--- src/design/dp_slave_consts.svh ---
`ifndef DP_SLAVE_CONSTS_SVH
`define DP_SLAVE_CONSTS_SVH

// Service code, first byte of a request
`define SVC_SET_PRM 8'h01
`define SVC_CHK_CFG 8'h02
`define SVC_SLAVE_DIAG 8'h03
`define SVC_DATA_EXCH 8'h04
`define SVC_GLOBAL_CTRL 8'h05
`define SVC_C1_READ 8'h10
`define SVC_C1_WRITE 8'h11
`define SVC_C2_INIT 8'h20
`define SVC_C2_ABORT 8'h21
`define SVC_C2_READ 8'h22
`define SVC_C2_WRITE 8'h23

// Answer bytes
`define SHORT_ACK 8'hE5
`define NEG_ACK 8'hFE

// GlobalControl byte fields
`define GC_SYNC_BIT 0
`define GC_UNSYNC_BIT 1
`define GC_FREEZE_BIT 2
`define GC_UNFREEZE_BIT 3

// Configuration byte fields
`define CFG_DIR_BIT 7
`define CFG_CH_MSB 1

// Diagnostic byte fields
`define DIAG_PRM_FAULT_BIT 0
`define DIAG_CFG_FAULT_BIT 1
`define DIAG_NOT_READY_BIT 2
`define DIAG_SYNC_BIT 3
`define DIAG_FREEZE_BIT 4
`define DX_DIAG_FLAG_BIT 0

// Telegram sizes in bytes
`define IO_BYTES 4
`define PAYLOAD_MAX 8
`define PRM_LEN 2
`define DIAG_LEN 5
`define DX_RESP_LEN 5

// Reset values
`define ADDR_RESET 7'h0B
`define RESP_BYTE_RESET 8'h00

// Clock and bit rates in Hz
`define CLK_HZ 250000000
`define RATE_9K6 9600
`define RATE_19K2 19200
`define RATE_93K75 93750
`define RATE_187K5 187500
`define RATE_500K 500000
`define RATE_1M5 1500000
`define RATE_3M 3000000
`define RATE_6M 6000000
`define RATE_12M 12000000
`define BAUD_DIV(r) ((`CLK_HZ + (r) / 2) / (r))

`endif

--- src/design/dp_slave_pkg.sv ---
package dp_slave_pkg;
    // Slave startup and exchange states
    typedef enum logic [1:0] {WAIT_PRM, WAIT_CFG, DATA_EXCH} dp_state_t;
    // Kind of answer being sent
    typedef enum logic [2:0] {RESP_ACK, RESP_NAK, RESP_DIAG, RESP_DX, RESP_READ} resp_t;
    // One byte of a telegram on the link side
    typedef struct packed {
        logic valid;
        logic last;
        logic [7:0] data;
    } beat_t;
    // Process image of four bytes
    typedef logic [3:0][7:0] image_t;
endpackage

--- src/design/dp_slave_telegram_handler.sv ---
`timescale 1ns/100ps
`include "dp_slave_consts.svh"

// How it works
// - ChkCfg answered by short acknowledgement outside wait-parameters
// - I/O bytes follow configured module order
// - SlaveDiag returns status, ident, app diagnostics
// - One DataExchange carries all outputs and inputs
// - New diagnostics raise flag in DataExchange answer
// - GlobalControl broadcast acted on outside wait-parameters, no reply
// - Sync mode reported in diagnostic status byte
// - Sync mode holds outputs; each Sync applies latest
// - Freeze latches inputs for DataExchange
// - DPV1 class 1 allowed from wait-configuration
// - DPV1 class 2 link independent of cyclic state
// - Address is tens switch times ten plus units
// - Delivered switches give address eleven
// - Switch changes act only after reset
// - Divider covers 9.6 kbit/s to 12 Mbit/s
// - Bad parameters flagged, back to wait-parameters
// - Transmit only as answer to a request
module dp_slave_telegram_handler
    import dp_slave_pkg::*;
#(
    parameter logic [15:0] IDENT_NUMBER = 16'h5A3C, // Arbitrary value
    parameter logic [15:0] DIV_9K6 = 16'(`BAUD_DIV(`RATE_9K6)),
    parameter logic [15:0] DIV_19K2 = 16'(`BAUD_DIV(`RATE_19K2))
) (
    input wire logic I_CLOCK,
    input wire logic I_SRST,
    input wire beat_t I_RX,
    output beat_t O_TX,
    input wire image_t I_INPUTS,
    output image_t O_OUTPUTS,
    input wire logic [7:0] I_APP_DIAG,
    input wire logic I_DIAG_EVENT,
    input wire logic [3:0] I_ADDR_TENS_SW,
    input wire logic [3:0] I_ADDR_UNITS_SW,
    output logic [6:0] O_STATION_ADDR,
    input wire logic [3:0] I_BAUD_SEL,
    output logic O_BIT_TICK,
    output logic O_DATA_EXCH,
    output logic O_SYNC_MODE,
    output logic O_FREEZE_MODE
);

    dp_state_t st_q, st_d; // Startup state
    logic [7:0] svc_q, svc_d; // Service of open telegram
    logic in_frame_q, in_frame_d; // Past first byte of a telegram
    logic [3:0] cnt_q, cnt_d; // Payload bytes received
    logic ovf_q, ovf_d; // Payload longer than buffer
    logic [7:0][7:0] buf_q, buf_d; // Payload bytes
    logic [3:0][1:0] in_ch_q, in_ch_d; // Input channel per response slot
    logic [3:0][1:0] out_ch_q, out_ch_d; // Output channel per request slot
    logic prm_fault_q, prm_fault_d;
    logic cfg_fault_q, cfg_fault_d;
    logic diag_pend_q, diag_pend_d; // Diagnostics not yet fetched
    logic sync_q, sync_d;
    logic freeze_q, freeze_d;
    logic c2_open_q, c2_open_d; // Class 2 connection established
    image_t out_buf_q, out_buf_d; // Outputs not yet applied
    image_t out_q, out_d; // Physical outputs
    image_t frz_q, frz_d; // Frozen inputs
    image_t snap_q, snap_d; // Inputs for the answer
    logic [7:0][7:0] dset_q, dset_d; // Acyclic data set
    resp_t kind_q, kind_d;
    logic [7:0] rd_q, rd_d; // Byte returned by an acyclic read
    logic [2:0] tx_idx_q, tx_idx_d;
    logic tx_busy_q, tx_busy_d;
    beat_t tx_q, tx_d;
    logic [6:0] addr_q, addr_d;
    logic addr_taken_q, addr_taken_d;
    logic [15:0] div_cnt_q, div_cnt_d;
    logic tick_q, tick_d;

    // Next state
    always_comb begin
        logic done;
        logic [2:0] ni;
        logic [2:0] no;
        logic [2:0] len;
        logic [7:0] status;
        logic [15:0] div;
        done = 1'b0;
        ni = 3'h0;
        no = 3'h0;
        len = 3'h1;
        div = 16'h0001;
        st_d = st_q;
        svc_d = svc_q;
        in_frame_d = in_frame_q;
        cnt_d = cnt_q;
        ovf_d = ovf_q;
        buf_d = buf_q;
        in_ch_d = in_ch_q;
        out_ch_d = out_ch_q;
        prm_fault_d = prm_fault_q;
        cfg_fault_d = cfg_fault_q;
        diag_pend_d = diag_pend_q;
        sync_d = sync_q;
        freeze_d = freeze_q;
        c2_open_d = c2_open_q;
        out_buf_d = out_buf_q;
        out_d = out_q;
        frz_d = frz_q;
        snap_d = snap_q;
        dset_d = dset_q;
        kind_d = kind_q;
        rd_d = rd_q;
        tx_idx_d = tx_idx_q;
        tx_busy_d = tx_busy_q;
        tx_d = '0;
        addr_d = addr_q;
        addr_taken_d = addr_taken_q;
        status = 8'h00;
        status[`DIAG_PRM_FAULT_BIT] = prm_fault_q;
        status[`DIAG_CFG_FAULT_BIT] = cfg_fault_q;
        status[`DIAG_NOT_READY_BIT] = (st_q != DATA_EXCH);
        status[`DIAG_SYNC_BIT] = sync_q;
        status[`DIAG_FREEZE_BIT] = freeze_q;

        // Bytes during an answer are dropped; master waits
        if (I_RX.valid && !tx_busy_q) begin
            if (!in_frame_q) begin
                svc_d = I_RX.data;
                cnt_d = 4'h0;
                ovf_d = 1'b0;
            end else if (cnt_q < 4'(`PAYLOAD_MAX)) begin
                buf_d[cnt_q[2:0]] = I_RX.data;
                cnt_d = cnt_q + 4'h1;
            end else begin
                ovf_d = 1'b1;
            end
            in_frame_d = !I_RX.last;
            done = I_RX.last;
        end

        // Whole telegram in: decode
        if (done) begin
            kind_d = RESP_NAK;
            tx_busy_d = 1'b1;
            tx_idx_d = 3'h0;
            if (ovf_d) begin
                kind_d = RESP_NAK;
            end else begin
                case (svc_d)
                    `SVC_SET_PRM: begin
                        kind_d = RESP_ACK;
                        sync_d = 1'b0;
                        freeze_d = 1'b0;
                        if (cnt_d == 4'(`PRM_LEN) && {buf_d[0], buf_d[1]} == IDENT_NUMBER) begin
                            prm_fault_d = 1'b0;
                            st_d = WAIT_CFG;
                        end else begin
                            prm_fault_d = 1'b1;
                            st_d = WAIT_PRM;
                        end
                    end
                    `SVC_CHK_CFG: begin
                        if (st_q != WAIT_PRM) begin
                            kind_d = RESP_ACK;
                            for (int i = 0; i < `PAYLOAD_MAX; i++) begin
                                if (buf_d[i][`CFG_DIR_BIT]) begin
                                    if (no < 3'(`IO_BYTES)) begin
                                        out_ch_d[no[1:0]] = buf_d[i][`CFG_CH_MSB:0];
                                    end
                                    no = no + 3'h1;
                                end else begin
                                    if (ni < 3'(`IO_BYTES)) begin
                                        in_ch_d[ni[1:0]] = buf_d[i][`CFG_CH_MSB:0];
                                    end
                                    ni = ni + 3'h1;
                                end
                            end
                            if (cnt_d == 4'(`PAYLOAD_MAX) && ni == 3'(`IO_BYTES)
                                && no == 3'(`IO_BYTES)) begin
                                cfg_fault_d = 1'b0;
                                st_d = DATA_EXCH;
                            end else begin
                                cfg_fault_d = 1'b1;
                                st_d = WAIT_CFG;
                            end
                        end
                    end
                    `SVC_SLAVE_DIAG: begin
                        if (cnt_d == 4'h0) begin
                            kind_d = RESP_DIAG;
                            diag_pend_d = 1'b0;
                        end
                    end
                    `SVC_DATA_EXCH: begin
                        if (st_q == DATA_EXCH && cnt_d == 4'(`IO_BYTES)) begin
                            kind_d = RESP_DX;
                            for (int j = 0; j < `IO_BYTES; j++) begin
                                out_buf_d[out_ch_q[j]] = buf_d[j];
                            end
                            if (!sync_q) begin
                                out_d = out_buf_d;
                            end
                            snap_d = freeze_q ? frz_q : I_INPUTS;
                        end
                    end
                    `SVC_GLOBAL_CTRL: begin
                        tx_busy_d = 1'b0;
                        if (cnt_d == 4'h1 && st_q != WAIT_PRM) begin
                            if (buf_d[0][`GC_SYNC_BIT]) begin
                                sync_d = 1'b1;
                                out_d = out_buf_d;
                                diag_pend_d = diag_pend_q | !sync_q;
                            end else if (buf_d[0][`GC_UNSYNC_BIT]) begin
                                sync_d = 1'b0;
                                out_d = out_buf_d;
                            end
                            if (buf_d[0][`GC_FREEZE_BIT]) begin
                                freeze_d = 1'b1;
                                frz_d = I_INPUTS;
                            end else if (buf_d[0][`GC_UNFREEZE_BIT]) begin
                                freeze_d = 1'b0;
                            end
                        end
                    end
                    `SVC_C1_READ: begin
                        if (st_q != WAIT_PRM && cnt_d == 4'h1) begin
                            kind_d = RESP_READ;
                            rd_d = dset_q[buf_d[0][2:0]];
                        end
                    end
                    `SVC_C1_WRITE: begin
                        if (st_q != WAIT_PRM && cnt_d == 4'h2) begin
                            kind_d = RESP_ACK;
                            dset_d[buf_d[0][2:0]] = buf_d[1];
                        end
                    end
                    `SVC_C2_INIT: begin
                        kind_d = RESP_ACK;
                        c2_open_d = 1'b1;
                    end
                    `SVC_C2_ABORT: begin
                        kind_d = RESP_ACK;
                        c2_open_d = 1'b0;
                    end
                    `SVC_C2_READ: begin
                        if (c2_open_q && cnt_d == 4'h1) begin
                            kind_d = RESP_READ;
                            rd_d = dset_q[buf_d[0][2:0]];
                        end
                    end
                    `SVC_C2_WRITE: begin
                        if (c2_open_q && cnt_d == 4'h2) begin
                            kind_d = RESP_ACK;
                            dset_d[buf_d[0][2:0]] = buf_d[1];
                        end
                    end
                    default: begin
                        kind_d = RESP_NAK;
                    end
                endcase
            end
        end

        // Answer bytes, one a cycle
        if (tx_busy_q) begin
            case (kind_q)
                RESP_DIAG: len = 3'(`DIAG_LEN);
                RESP_DX: len = 3'(`DX_RESP_LEN);
                default: len = 3'h1;
            endcase
            tx_d.valid = 1'b1;
            tx_d.last = (tx_idx_q == len - 3'h1);
            case (kind_q)
                RESP_ACK: tx_d.data = `SHORT_ACK;
                RESP_READ: tx_d.data = rd_q;
                RESP_DIAG: begin
                    case (tx_idx_q)
                        3'h0: tx_d.data = status;
                        3'h1: tx_d.data = IDENT_NUMBER[15:8];
                        3'h2: tx_d.data = IDENT_NUMBER[7:0];
                        3'h3: tx_d.data = {1'b0, addr_q};
                        default: tx_d.data = I_APP_DIAG;
                    endcase
                end
                RESP_DX: begin
                    if (tx_idx_q == 3'h0) begin
                        tx_d.data = 8'h00;
                        tx_d.data[`DX_DIAG_FLAG_BIT] = diag_pend_q;
                    end else begin
                        tx_d.data = snap_q[in_ch_q[tx_idx_q[1:0] - 2'h1]];
                    end
                end
                default: tx_d.data = `NEG_ACK;
            endcase
            tx_idx_d = tx_idx_q + 3'h1;
            tx_busy_d = !tx_d.last;
        end

        // Event after the clear so it wins
        if (I_DIAG_EVENT) begin
            diag_pend_d = 1'b1;
        end

        // Switches read once after reset
        if (!addr_taken_q) begin
            addr_d = 7'({3'h0, I_ADDR_TENS_SW} * 7'h0A) + {3'h0, I_ADDR_UNITS_SW};
            addr_taken_d = 1'b1;
        end

        // Bit clock enable; new rate at next reload
        case (I_BAUD_SEL)
            4'h0: div = DIV_9K6;
            4'h1: div = DIV_19K2;
            4'h2: div = 16'(`BAUD_DIV(`RATE_93K75));
            4'h3: div = 16'(`BAUD_DIV(`RATE_187K5));
            4'h4: div = 16'(`BAUD_DIV(`RATE_500K));
            4'h5: div = 16'(`BAUD_DIV(`RATE_1M5));
            4'h6: div = 16'(`BAUD_DIV(`RATE_3M));
            4'h7: div = 16'(`BAUD_DIV(`RATE_6M));
            default: div = 16'(`BAUD_DIV(`RATE_12M));
        endcase
        tick_d = (div_cnt_q == 16'h0000);
        div_cnt_d = tick_d ? div - 16'h0001 : div_cnt_q - 16'h0001;
    end

    // Registers only
    always_ff @(posedge I_CLOCK) begin
        if (I_SRST) begin
            st_q <= WAIT_PRM;
            svc_q <= 8'h00;
            in_frame_q <= 1'b0;
            cnt_q <= 4'h0;
            ovf_q <= 1'b0;
            buf_q <= '0;
            in_ch_q <= '0;
            out_ch_q <= '0;
            prm_fault_q <= 1'b0;
            cfg_fault_q <= 1'b0;
            diag_pend_q <= 1'b0;
            sync_q <= 1'b0;
            freeze_q <= 1'b0;
            c2_open_q <= 1'b0;
            out_buf_q <= '0;
            out_q <= '0;
            frz_q <= '0;
            snap_q <= '0;
            dset_q <= '0;
            kind_q <= RESP_NAK;
            rd_q <= `RESP_BYTE_RESET;
            tx_idx_q <= 3'h0;
            tx_busy_q <= 1'b0;
            tx_q <= '0;
            addr_q <= `ADDR_RESET;
            addr_taken_q <= 1'b0;
            div_cnt_q <= 16'h0000;
            tick_q <= 1'b0;
        end else begin
            st_q <= st_d;
            svc_q <= svc_d;
            in_frame_q <= in_frame_d;
            cnt_q <= cnt_d;
            ovf_q <= ovf_d;
            buf_q <= buf_d;
            in_ch_q <= in_ch_d;
            out_ch_q <= out_ch_d;
            prm_fault_q <= prm_fault_d;
            cfg_fault_q <= cfg_fault_d;
            diag_pend_q <= diag_pend_d;
            sync_q <= sync_d;
            freeze_q <= freeze_d;
            c2_open_q <= c2_open_d;
            out_buf_q <= out_buf_d;
            out_q <= out_d;
            frz_q <= frz_d;
            snap_q <= snap_d;
            dset_q <= dset_d;
            kind_q <= kind_d;
            rd_q <= rd_d;
            tx_idx_q <= tx_idx_d;
            tx_busy_q <= tx_busy_d;
            tx_q <= tx_d;
            addr_q <= addr_d;
            addr_taken_q <= addr_taken_d;
            div_cnt_q <= div_cnt_d;
            tick_q <= tick_d;
        end
    end

    // Outputs from flip-flops except O_DATA_EXCH, a decode of st_q
    assign O_TX = tx_q;
    assign O_OUTPUTS = out_q;
    assign O_STATION_ADDR = addr_q;
    assign O_BIT_TICK = tick_q;
    assign O_DATA_EXCH = (st_q == DATA_EXCH);
    assign O_SYNC_MODE = sync_q;
    assign O_FREEZE_MODE = freeze_q;

endmodule

--- config.mk ---
export PLATFORM = sky130hd
export DESIGN_NAME = dp_slave_telegram_handler
export DESIGN_NICKNAME = d
export VERILOG_FILES = /design/src/design/dp_slave_pkg.sv /design/src/design/dp_slave_telegram_handler.sv
export VERILOG_INCLUDE_DIRS = /design/src /design/src/design
export SDC_FILE = /design/constraint.sdc
export NUM_CORES = 1
export LEC_CHECK = 0
export ABC_AREA = 1
export BUFFER_PORTS_ARGS = -buffer_cell sky130_fd_sc_hd__buf_4
export CAP_MARGIN = 25
export CELL_PAD_IN_SITES_DETAIL_PLACEMENT = 0
export CELL_PAD_IN_SITES_GLOBAL_PLACEMENT = 1
export CORE_ASPECT_RATIO = 1.1
export CORE_UTILIZATION = 40
export DETAILED_ROUTE_END_ITERATION = 16
export PLACE_DENSITY = 0.8
export SLEW_MARGIN = 10
export SYNTH_ARGS = -nofsm -noshare
export SYNTH_HDL_FRONTEND = slang
export SYNTH_SLANG_ARGS = --single-unit
--- constraint.sdc ---
create_clock -name I_CLOCK -period 5.4 [get_ports I_CLOCK]
set_input_delay 0.27 -clock I_CLOCK [delete_from_list [all_inputs] [get_ports I_CLOCK]]
set_output_delay 0.27 -clock I_CLOCK [all_outputs]
set_load 0.02 [all_outputs]
Word-level counts from Yosys, hierarchy flattened

Memories as Yosys holds them, arrays and structs flattened.
Index checks and enable logic that the tools add are counted.

Reduce and logical (&&, ||, !) cells: 63
Add/subtract/negate cells: 21
Multiply operators: 1
Shift operators: 0
Equality and inequality tests: 41
Bitwise gates (word level): 3
Order comparisons: 57
Div/mod/pow operators: 0
Multiplexer cells: 303

Operators by type and width:

| operator              | number |
|---|---|
| $mux 8                | 89 |
| $mux 64               | 5 |
| $mux 3                | 85 |
| $mux 32               | 6 |
| $bwmux 32             | 4 |
| $bwmux 64             | 2 |
| $pmux 64 s2           | 1 |
| $bwmux 8              | 14 |
| $demux 8 s2           | 4 |
| $pmux 32 s2           | 1 |
| $pmux 8 s4            | 2 |
| $lt 2x3->1 const B    | 20 |
| $mux 2                | 29 |
| $demux 2 s2           | 14 |
| $demux 8 s3           | 2 |
| $add 3x1->3 const B   | 15 |
| $lt 3x3->1 const B    | 14 |
| $ge 2x1->1 const B    | 18 |
| $eq 8x6->1 const B    | 4 |
| $mux 16               | 2 |
| $sub 16x1->16 const B | 2 |
| $logic_and 1x1->1     | 29 |
| $mux 1                | 29 |
| $reduce_and 5->1      | 5 |
| other kinds (47)      | 93 |

Latch bits: 0
Register bits: 344
Memories kept: 1
Word-level logic and storage cells: 556
Output and inout bits: 53
Input port bits: 65
Bits in read-only memories: 120
Memory bits (writable): 0

Memory list:

| name             | depth | width | read ports | clocked after Yosys merged registers in | write ports | line                             | text |
|---|---|---|---|---|---|---|---|
| (name not given) | 8     | 15    | 1          | 0                                       | 0           | dp_slave_telegram_handler.sv:308 | `case (I_BAUD_SEL)` |

Longest topological paths before layout

Word-level depth: 62
Depth in mapped cells: 33
Depth with buffers taken out: 32

Worst setup path after synthesis

No wires, ideal clock.

Path type: register to register
From: reg cnt_q[0]
To: reg cfg_fault_q
Setup time: 0.114 ns
Required time: 5.286 ns
Buffers on the path: 1
Path slack: -0.011 ns
Cell stages (with the launch flop): 31
Arrival: 5.297 ns
Period minus slack after synthesis: 5.411 ns
Cells stage by stage: dfxtp_1 inv_2 nor2_8 nand3_1 nand2_2 clkbuf_1 ha_1 inv_1 nand2_2 nand2_1 ha_1 nand2_1 nand2_1 ha_1 or2_2 nand2_1 inv_1 ha_1 nand2_1 nand2_1 ha_1 or2_2 nand2_1 inv_1 ha_1 inv_1 nor2_1 a2111oi_0 nand4_1 o21bai_1 inv_1

Word-level cells in the longest chain between the ends: 59
Elaborated cells between the ends (all ways): 119
Those cells by class: 15 x add/sub; 3 x order compare; 3 x eq/ne; 93 x mux; 1 x bitwise; 4 x reduce/logical

Ends and longest elaborated chain:

| what                                                           | line                             | text |
|---|---|---|
| start, declared                                                | dp_slave_telegram_handler.sv:50  | `logic [3:0] cnt_q, cnt_d;` |
| start signal, assigned                                         | dp_slave_telegram_handler.sv:358 | `cnt_q <= cnt_d;` |
| $lt 3x4->1 (implied by the code) or $ge 3x1->1 (tied branches) | dp_slave_telegram_handler.sv:129 | `buf_d[cnt_q[2:0]] = I_RX.data;` |
| $logic_and 1x1->1 (implied by the code)                        | dp_slave_telegram_handler.sv:129 |  |
| $mux 8 (implied by the code)                                   | dp_slave_telegram_handler.sv:129 |  |
| $demux 8 s3                                                    | dp_slave_telegram_handler.sv:129 |  |
| $bwmux 64                                                      | dp_slave_telegram_handler.sv:129 |  |
| $mux 64                                                        | dp_slave_telegram_handler.sv:128 | `` end else if (cnt_q < 4'(`PAYLOAD_MAX)) begin `` |
| $mux 64                                                        | dp_slave_telegram_handler.sv:124 | `if (!in_frame_q) begin` |
| $mux 64                                                        | dp_slave_telegram_handler.sv:123 | `if (I_RX.valid && !tx_busy_q) begin` |
| [... 42 more ...]                                              | n/a                              |  |
| $mux 3                                                         | dp_slave_telegram_handler.sv:163 | `` if (buf_d[i][`CFG_DIR_BIT]) begin `` |
| $mux 3                                                         | dp_slave_telegram_handler.sv:160 | `if (st_q != WAIT_PRM) begin` |
| $mux 3                                                         | dp_slave_telegram_handler.sv:146 | `case (svc_d)` |
| $mux 3                                                         | dp_slave_telegram_handler.sv:143 | `if (ovf_d) begin` |
| $mux 3                                                         | dp_slave_telegram_handler.sv:139 | `if (done) begin` |
| $eq 3x3->1                                                     | dp_slave_telegram_handler.sv:175 | `` if (cnt_d == 4'(`PAYLOAD_MAX) && ni == 3'(`IO_BYTES) `` |
| $logic_and 1x1->1 (2 in series)                                | dp_slave_telegram_handler.sv:175 |  |
| $mux 1                                                         | dp_slave_telegram_handler.sv:175 |  |
| end signal, assigned                                           | dp_slave_telegram_handler.sv:364 | `cfg_fault_q <= cfg_fault_d;` |
| end, declared                                                  | dp_slave_telegram_handler.sv:56  | `logic cfg_fault_q, cfg_fault_d;` |

Several ways; a longest one is shown, not always the timed one. The select of a mux whose other input is x is not followed.
A chain may end at the register's enable or synchronous reset.

Worst setup path in the final report

From: reg tx_busy_q
To: reg cfg_fault_q

Word-level cells in the longest chain between the ends: 54
Elaborated cells between the ends (all ways): 110
Those cells by class: 14 x add/sub; 4 x eq/ne; 86 x mux; 1 x bitwise; 5 x reduce/logical

Ends and longest elaborated chain:

| what                            | line                             | text |
|---|---|---|
| start, declared                 | dp_slave_telegram_handler.sv:69  | `logic tx_busy_q, tx_busy_d;` |
| start signal, assigned          | dp_slave_telegram_handler.sv:377 | `tx_busy_q <= tx_busy_d;` |
| $logic_not 1->1 *               | dp_slave_telegram_handler.sv:123 |  |
| $logic_and 1x1->1 *             | dp_slave_telegram_handler.sv:123 |  |
| $mux 64                         | dp_slave_telegram_handler.sv:123 |  |
| $mux 1                          | dp_slave_telegram_handler.sv:163 |  |
| $mux 3                          | dp_slave_telegram_handler.sv:160 |  |
| $mux 3                          | dp_slave_telegram_handler.sv:146 |  |
| $mux 3                          | dp_slave_telegram_handler.sv:143 |  |
| $mux 3                          | dp_slave_telegram_handler.sv:139 |  |
| [... 37 more ...]               | n/a                              |  |
| $mux 3                          | dp_slave_telegram_handler.sv:163 |  |
| $mux 3                          | dp_slave_telegram_handler.sv:160 |  |
| $mux 3                          | dp_slave_telegram_handler.sv:146 |  |
| $mux 3                          | dp_slave_telegram_handler.sv:143 |  |
| $mux 3                          | dp_slave_telegram_handler.sv:139 |  |
| $eq 3x3->1                      | dp_slave_telegram_handler.sv:175 |  |
| $logic_and 1x1->1 (2 in series) | dp_slave_telegram_handler.sv:175 |  |
| $mux 1                          | dp_slave_telegram_handler.sv:175 |  |

Mark *: on every way between the ends. The rest lies on a longest branch, timed or not. The select of a mux whose other input is x is not followed.

==> reports/qor.csv <==
stage;metric;value;unit
die;io_pins;118;
routing;wl;58870;um
die;chipWidth;207.5;um
routing;drtAntennaViolNets;0;
placement;gp_congestion;0.9199;
run;maxCapViolCount;0;
placement;place_hpwl;42120;um
logic_synthesis;ys_seq_area_share;34.91;%
logic_synthesis;synth_area_per_cell;6.826;um^2
timing;setup-violations-final;0;
cts;cts_tree;done;
global_route;grt_pass1_wl;93870;um
worst_setup_path;r2r-start;tx_busy_q;
die;core;45660;um^2
die;rows;82;
pwr;peakVddDrop;0.1666;mV
timing;hold_viol_final;0;
cts;cts-root-buf;clkbuf_16;
cts;clk_latency;0.59;ns
worst_setup_path;max_stage_delay;0.32;ns
worst_setup_path;r2r_end;cfg_fault_q;
cells_and_area;layout.nets;2973;
min_path;min_from;I_ADDR_UNITS_SW[1];
die;start_util;40.69;%
worst_setup_path;critPathKind;register to register;
logic_synthesis;ys_async_sr_fraction;0;%
global_route;overflow;0;
worst_setup_path;startpoint_type;register;
global_route;grt_max_degree;94;
pwr;p_leak;9.306;nW
cells_and_area;antenna_cells;0;
timing;fin_worst_skew;0.04141;ns
min_path;min_to;O_STATION_ADDR[1];
global_route;antenna_found_initial;0;
worst_setup_path;worstPathArrival;5.54;ns
logic_synthesis;synthesis.area;18580;um^2
timing;fmax;197.1;MHz
routing;vias_per_cell;5.272;
global_route;grt_pass1_vias;17060;
cells_and_area;multi_input_area;10330;um^2
timing;rsz0062_at_grt;false;
worst_setup_path;crit_top_cell;nand2_2;
logic_synthesis;ys_warn_count;0;
cts;cts_buffer_depth;3;
logic_synthesis;yosysUniqueCellTypes;58;
cts;path_clk_slew;0.06;ns
timing;max_slew.worst_pin.slew;1.025;ns
routing;drt_iter0_markers;1439;
placement;portBuffers;117;
cts;numCtsBuffers;37;
min_path;whs_path_depth;4;
placement;place_ws;0.003353;ns
cells_and_area;fin_util;47.69;%
logic_synthesis;synth_cells;2722;
die;dieArea;47310;um^2
worst_setup_path;r2r_slack;0.33;ns
logic_synthesis;synth_fp_nets;2851;
placement;dpl_cell_area;20050;um^2
cells_and_area;layout-drive-gt1-share;14.10;%
routing;drc_errors;0;
run_status;status;finished, final reports clean;
cells_and_area;design_area;21770;um^2
worst_setup_path;cp_max_fo;6;
timing;setup_tns;0;ns
worst_setup_path;slowest_stage;dfxtp_1;
timing;drv_slew;0;
worst_setup_path;r2r_cells;30;
global_route;track_usage;24.61;%
routing;vias;18250;
logic_synthesis;synth-edff-count;0;
cts;clock-sinks;324;
cells_and_area;syn_to_final_growth;17.19;%
pwr;power_density;285.9;nW/um^2
logic_synthesis;synth_seq_cells;324;
min_path;worstHoldPathType;primary input to register;
cts;htree_levels;2;
worst_setup_path;crit_required;5.86;ns
logic_synthesis;ys.flop_type;dfxtp_1;
timing;fin_crit;5.075;ns
worst_setup_path;cp-end-kind;register;
timing;slew_headroom;31.43;%
routing;drt_first_pass_iters;6;
timing;worst_slack;0.3252;ns
cells_and_area;regArea;6487;um^2
die;die_h;228.0;um
routing;wire_per_inst;17.01;um
timing;finalCritPeriodShare;93.98;%
cells_and_area;n_fill_cell;4603;
-- area by class of cell --
class / count / share of cell area (%)
clock buffer: 53 / 5.086
clock inverter: 15 / 0.9367
inverter: 336 / 5.804
multi-input combinational: 1938 / 47.45
sequential: 324 / 29.80
tap: 588 / 3.379
timing repair buffer: 207 / 7.546
-- per-layer routing --
metal	wire, um	track usage, %	vias to the layer above
li1	-	-	9294
met2	27160	40.59	463
met4	1395	7.183	0
met5	0	0	-
met1	27320	32.88	8407
met3	3002	4.089	82
-- flip-flops by register name, indices dropped and copies added (netlist names), 2 cells and up --
signal / count
kind_q: 3
buf_q: 44
O_OUTPUTS: 32
rd_q: 8
svc_q: 8
out_ch_q: 8
div_cnt_q: 16
out_buf_q: 32
O_TX: 10
in_ch_q: 8
st_q: 2
frz_q: 32
dset_q: 64
snap_q: 32
cnt_q: 4
tx_idx_q: 3
O_STATION_ADDR: 7
-- worst max path at each step --
stage,cells after the start,slack [ns],start,end
CTS,32,0.04,cnt_q[2],cfg_fault_q
floorplan,30,0.09,cnt_q[0],cfg_fault_q
global route,29,0.02,in_frame_q,cfg_fault_q
global placement,31,0.10,cnt_q[2],cfg_fault_q
detailed placement,29,0.003,cnt_q[2],cfg_fault_q
finish,30,0.33,tx_busy_q,cfg_fault_q
-- report_power, final --
part           leakage, nW  internal, W  switching, W  total [W]
Combinational         6.04     0.000348      0.000675    0.00102
Sequential            2.62      0.00245     0.0000251    0.00248
Clock                0.651      0.00163       0.00110    0.00273
-- cell families after synthesis --
group / Yosys count / synth area share (%)
AO/OA/AOI/OAI: 781 / 23.81
flip-flops: 324 / 34.91
XOR/XNOR: 4 / 0.1886
buffers and inverters: 460 / 9.819
AND/OR/NAND/NOR: 1062 / 25.42
adder cells (fa/ha/maj): 64 / 4.391
multiplexers: 27 / 1.455
-- timing repair --
item | in CTS | in global routing
hold endpoints to repair | 66 | 0
hold buffers | 34 | 0
resized for setup | 0 | 13
pin swaps | 1 | 2
setup buffers | 1 | 1
endpoints found under the setup margin | 1 | 5
-- stage by stage --
step | cells | hold WS, ns | power (W)
floorplan | 2722 | 0.3832 | 0.003228
global route | 3461 | 0.04595 | 0.006509
finish | 3461 | 0.03060 | 0.006225
CTS | 3460 | 0.01534 | 0.006265
global placement | 3357 | 0.4289 | 0.003503
detailed placement | 3357 | 0.4337 | 0.003519
-- layout by cell type (no fill, tap or decap), types with 13 or more instances in the layout --
| master | Yosys | layout |
|---|---|---|
| nand4_1 | 21 | 21 |
| dfxtp_1 | 324 | 323 |
| o211ai_1 | 45 | 45 |
| inv_1 | 309 | 306 |
| dlygate4sd3_1 | 0 | 34 |
| a21oi_2 | 25 | 25 |
| ha_1 | 62 | 61 |
| nor2_1 | 329 | 329 |
| nand3_2 | 20 | 20 |
| buf_4 | 3 | 172 |
| inv_2 | 24 | 26 |
| a31oi_1 | 38 | 38 |
| mux2i_1 | 27 | 27 |
| nand2_2 | 29 | 35 |
| o22ai_1 | 13 | 13 |
| o21ai_0 | 379 | 379 |
| nand2_1 | 463 | 457 |
| nand3_1 | 134 | 134 |
| clkbuf_16 | 0 | 38 |
| o21ai_1 | 40 | 39 |
| a21oi_1 | 180 | 180 |
-- critical path: cells and delay by family (launching register included) --
kind	cells	cell delay, ns
DFF	1	0.32
and+or+nand+nor	16	2.07
AOI/OAI and AO/OA	2	0.41
buffers and inverters	7	0.72
adders and majority gates	5	1.43
-- synthesized netlist by cell type (25+ instances only) --
library cell  count  area [um^2]
dfxtp_1         324         6486
o21ai_0         379         1897
a21oi_1         180        900.9
a21oi_2          25        219.0
nand2_1         463         1738
mux2i_1          27        270.3
nand3_1         134        670.6
clkbuf_1         85        319.1
o21ai_1          40        200.2
o211ai_1         45        337.8
buf_2            27        135.1
inv_1           309         1160
nor2_1          329         1235
ha_1             62        775.7
a31oi_1          38        237.7
nand2_2          29        181.4
Note: power is estimated with default switching activity, not from simulation.
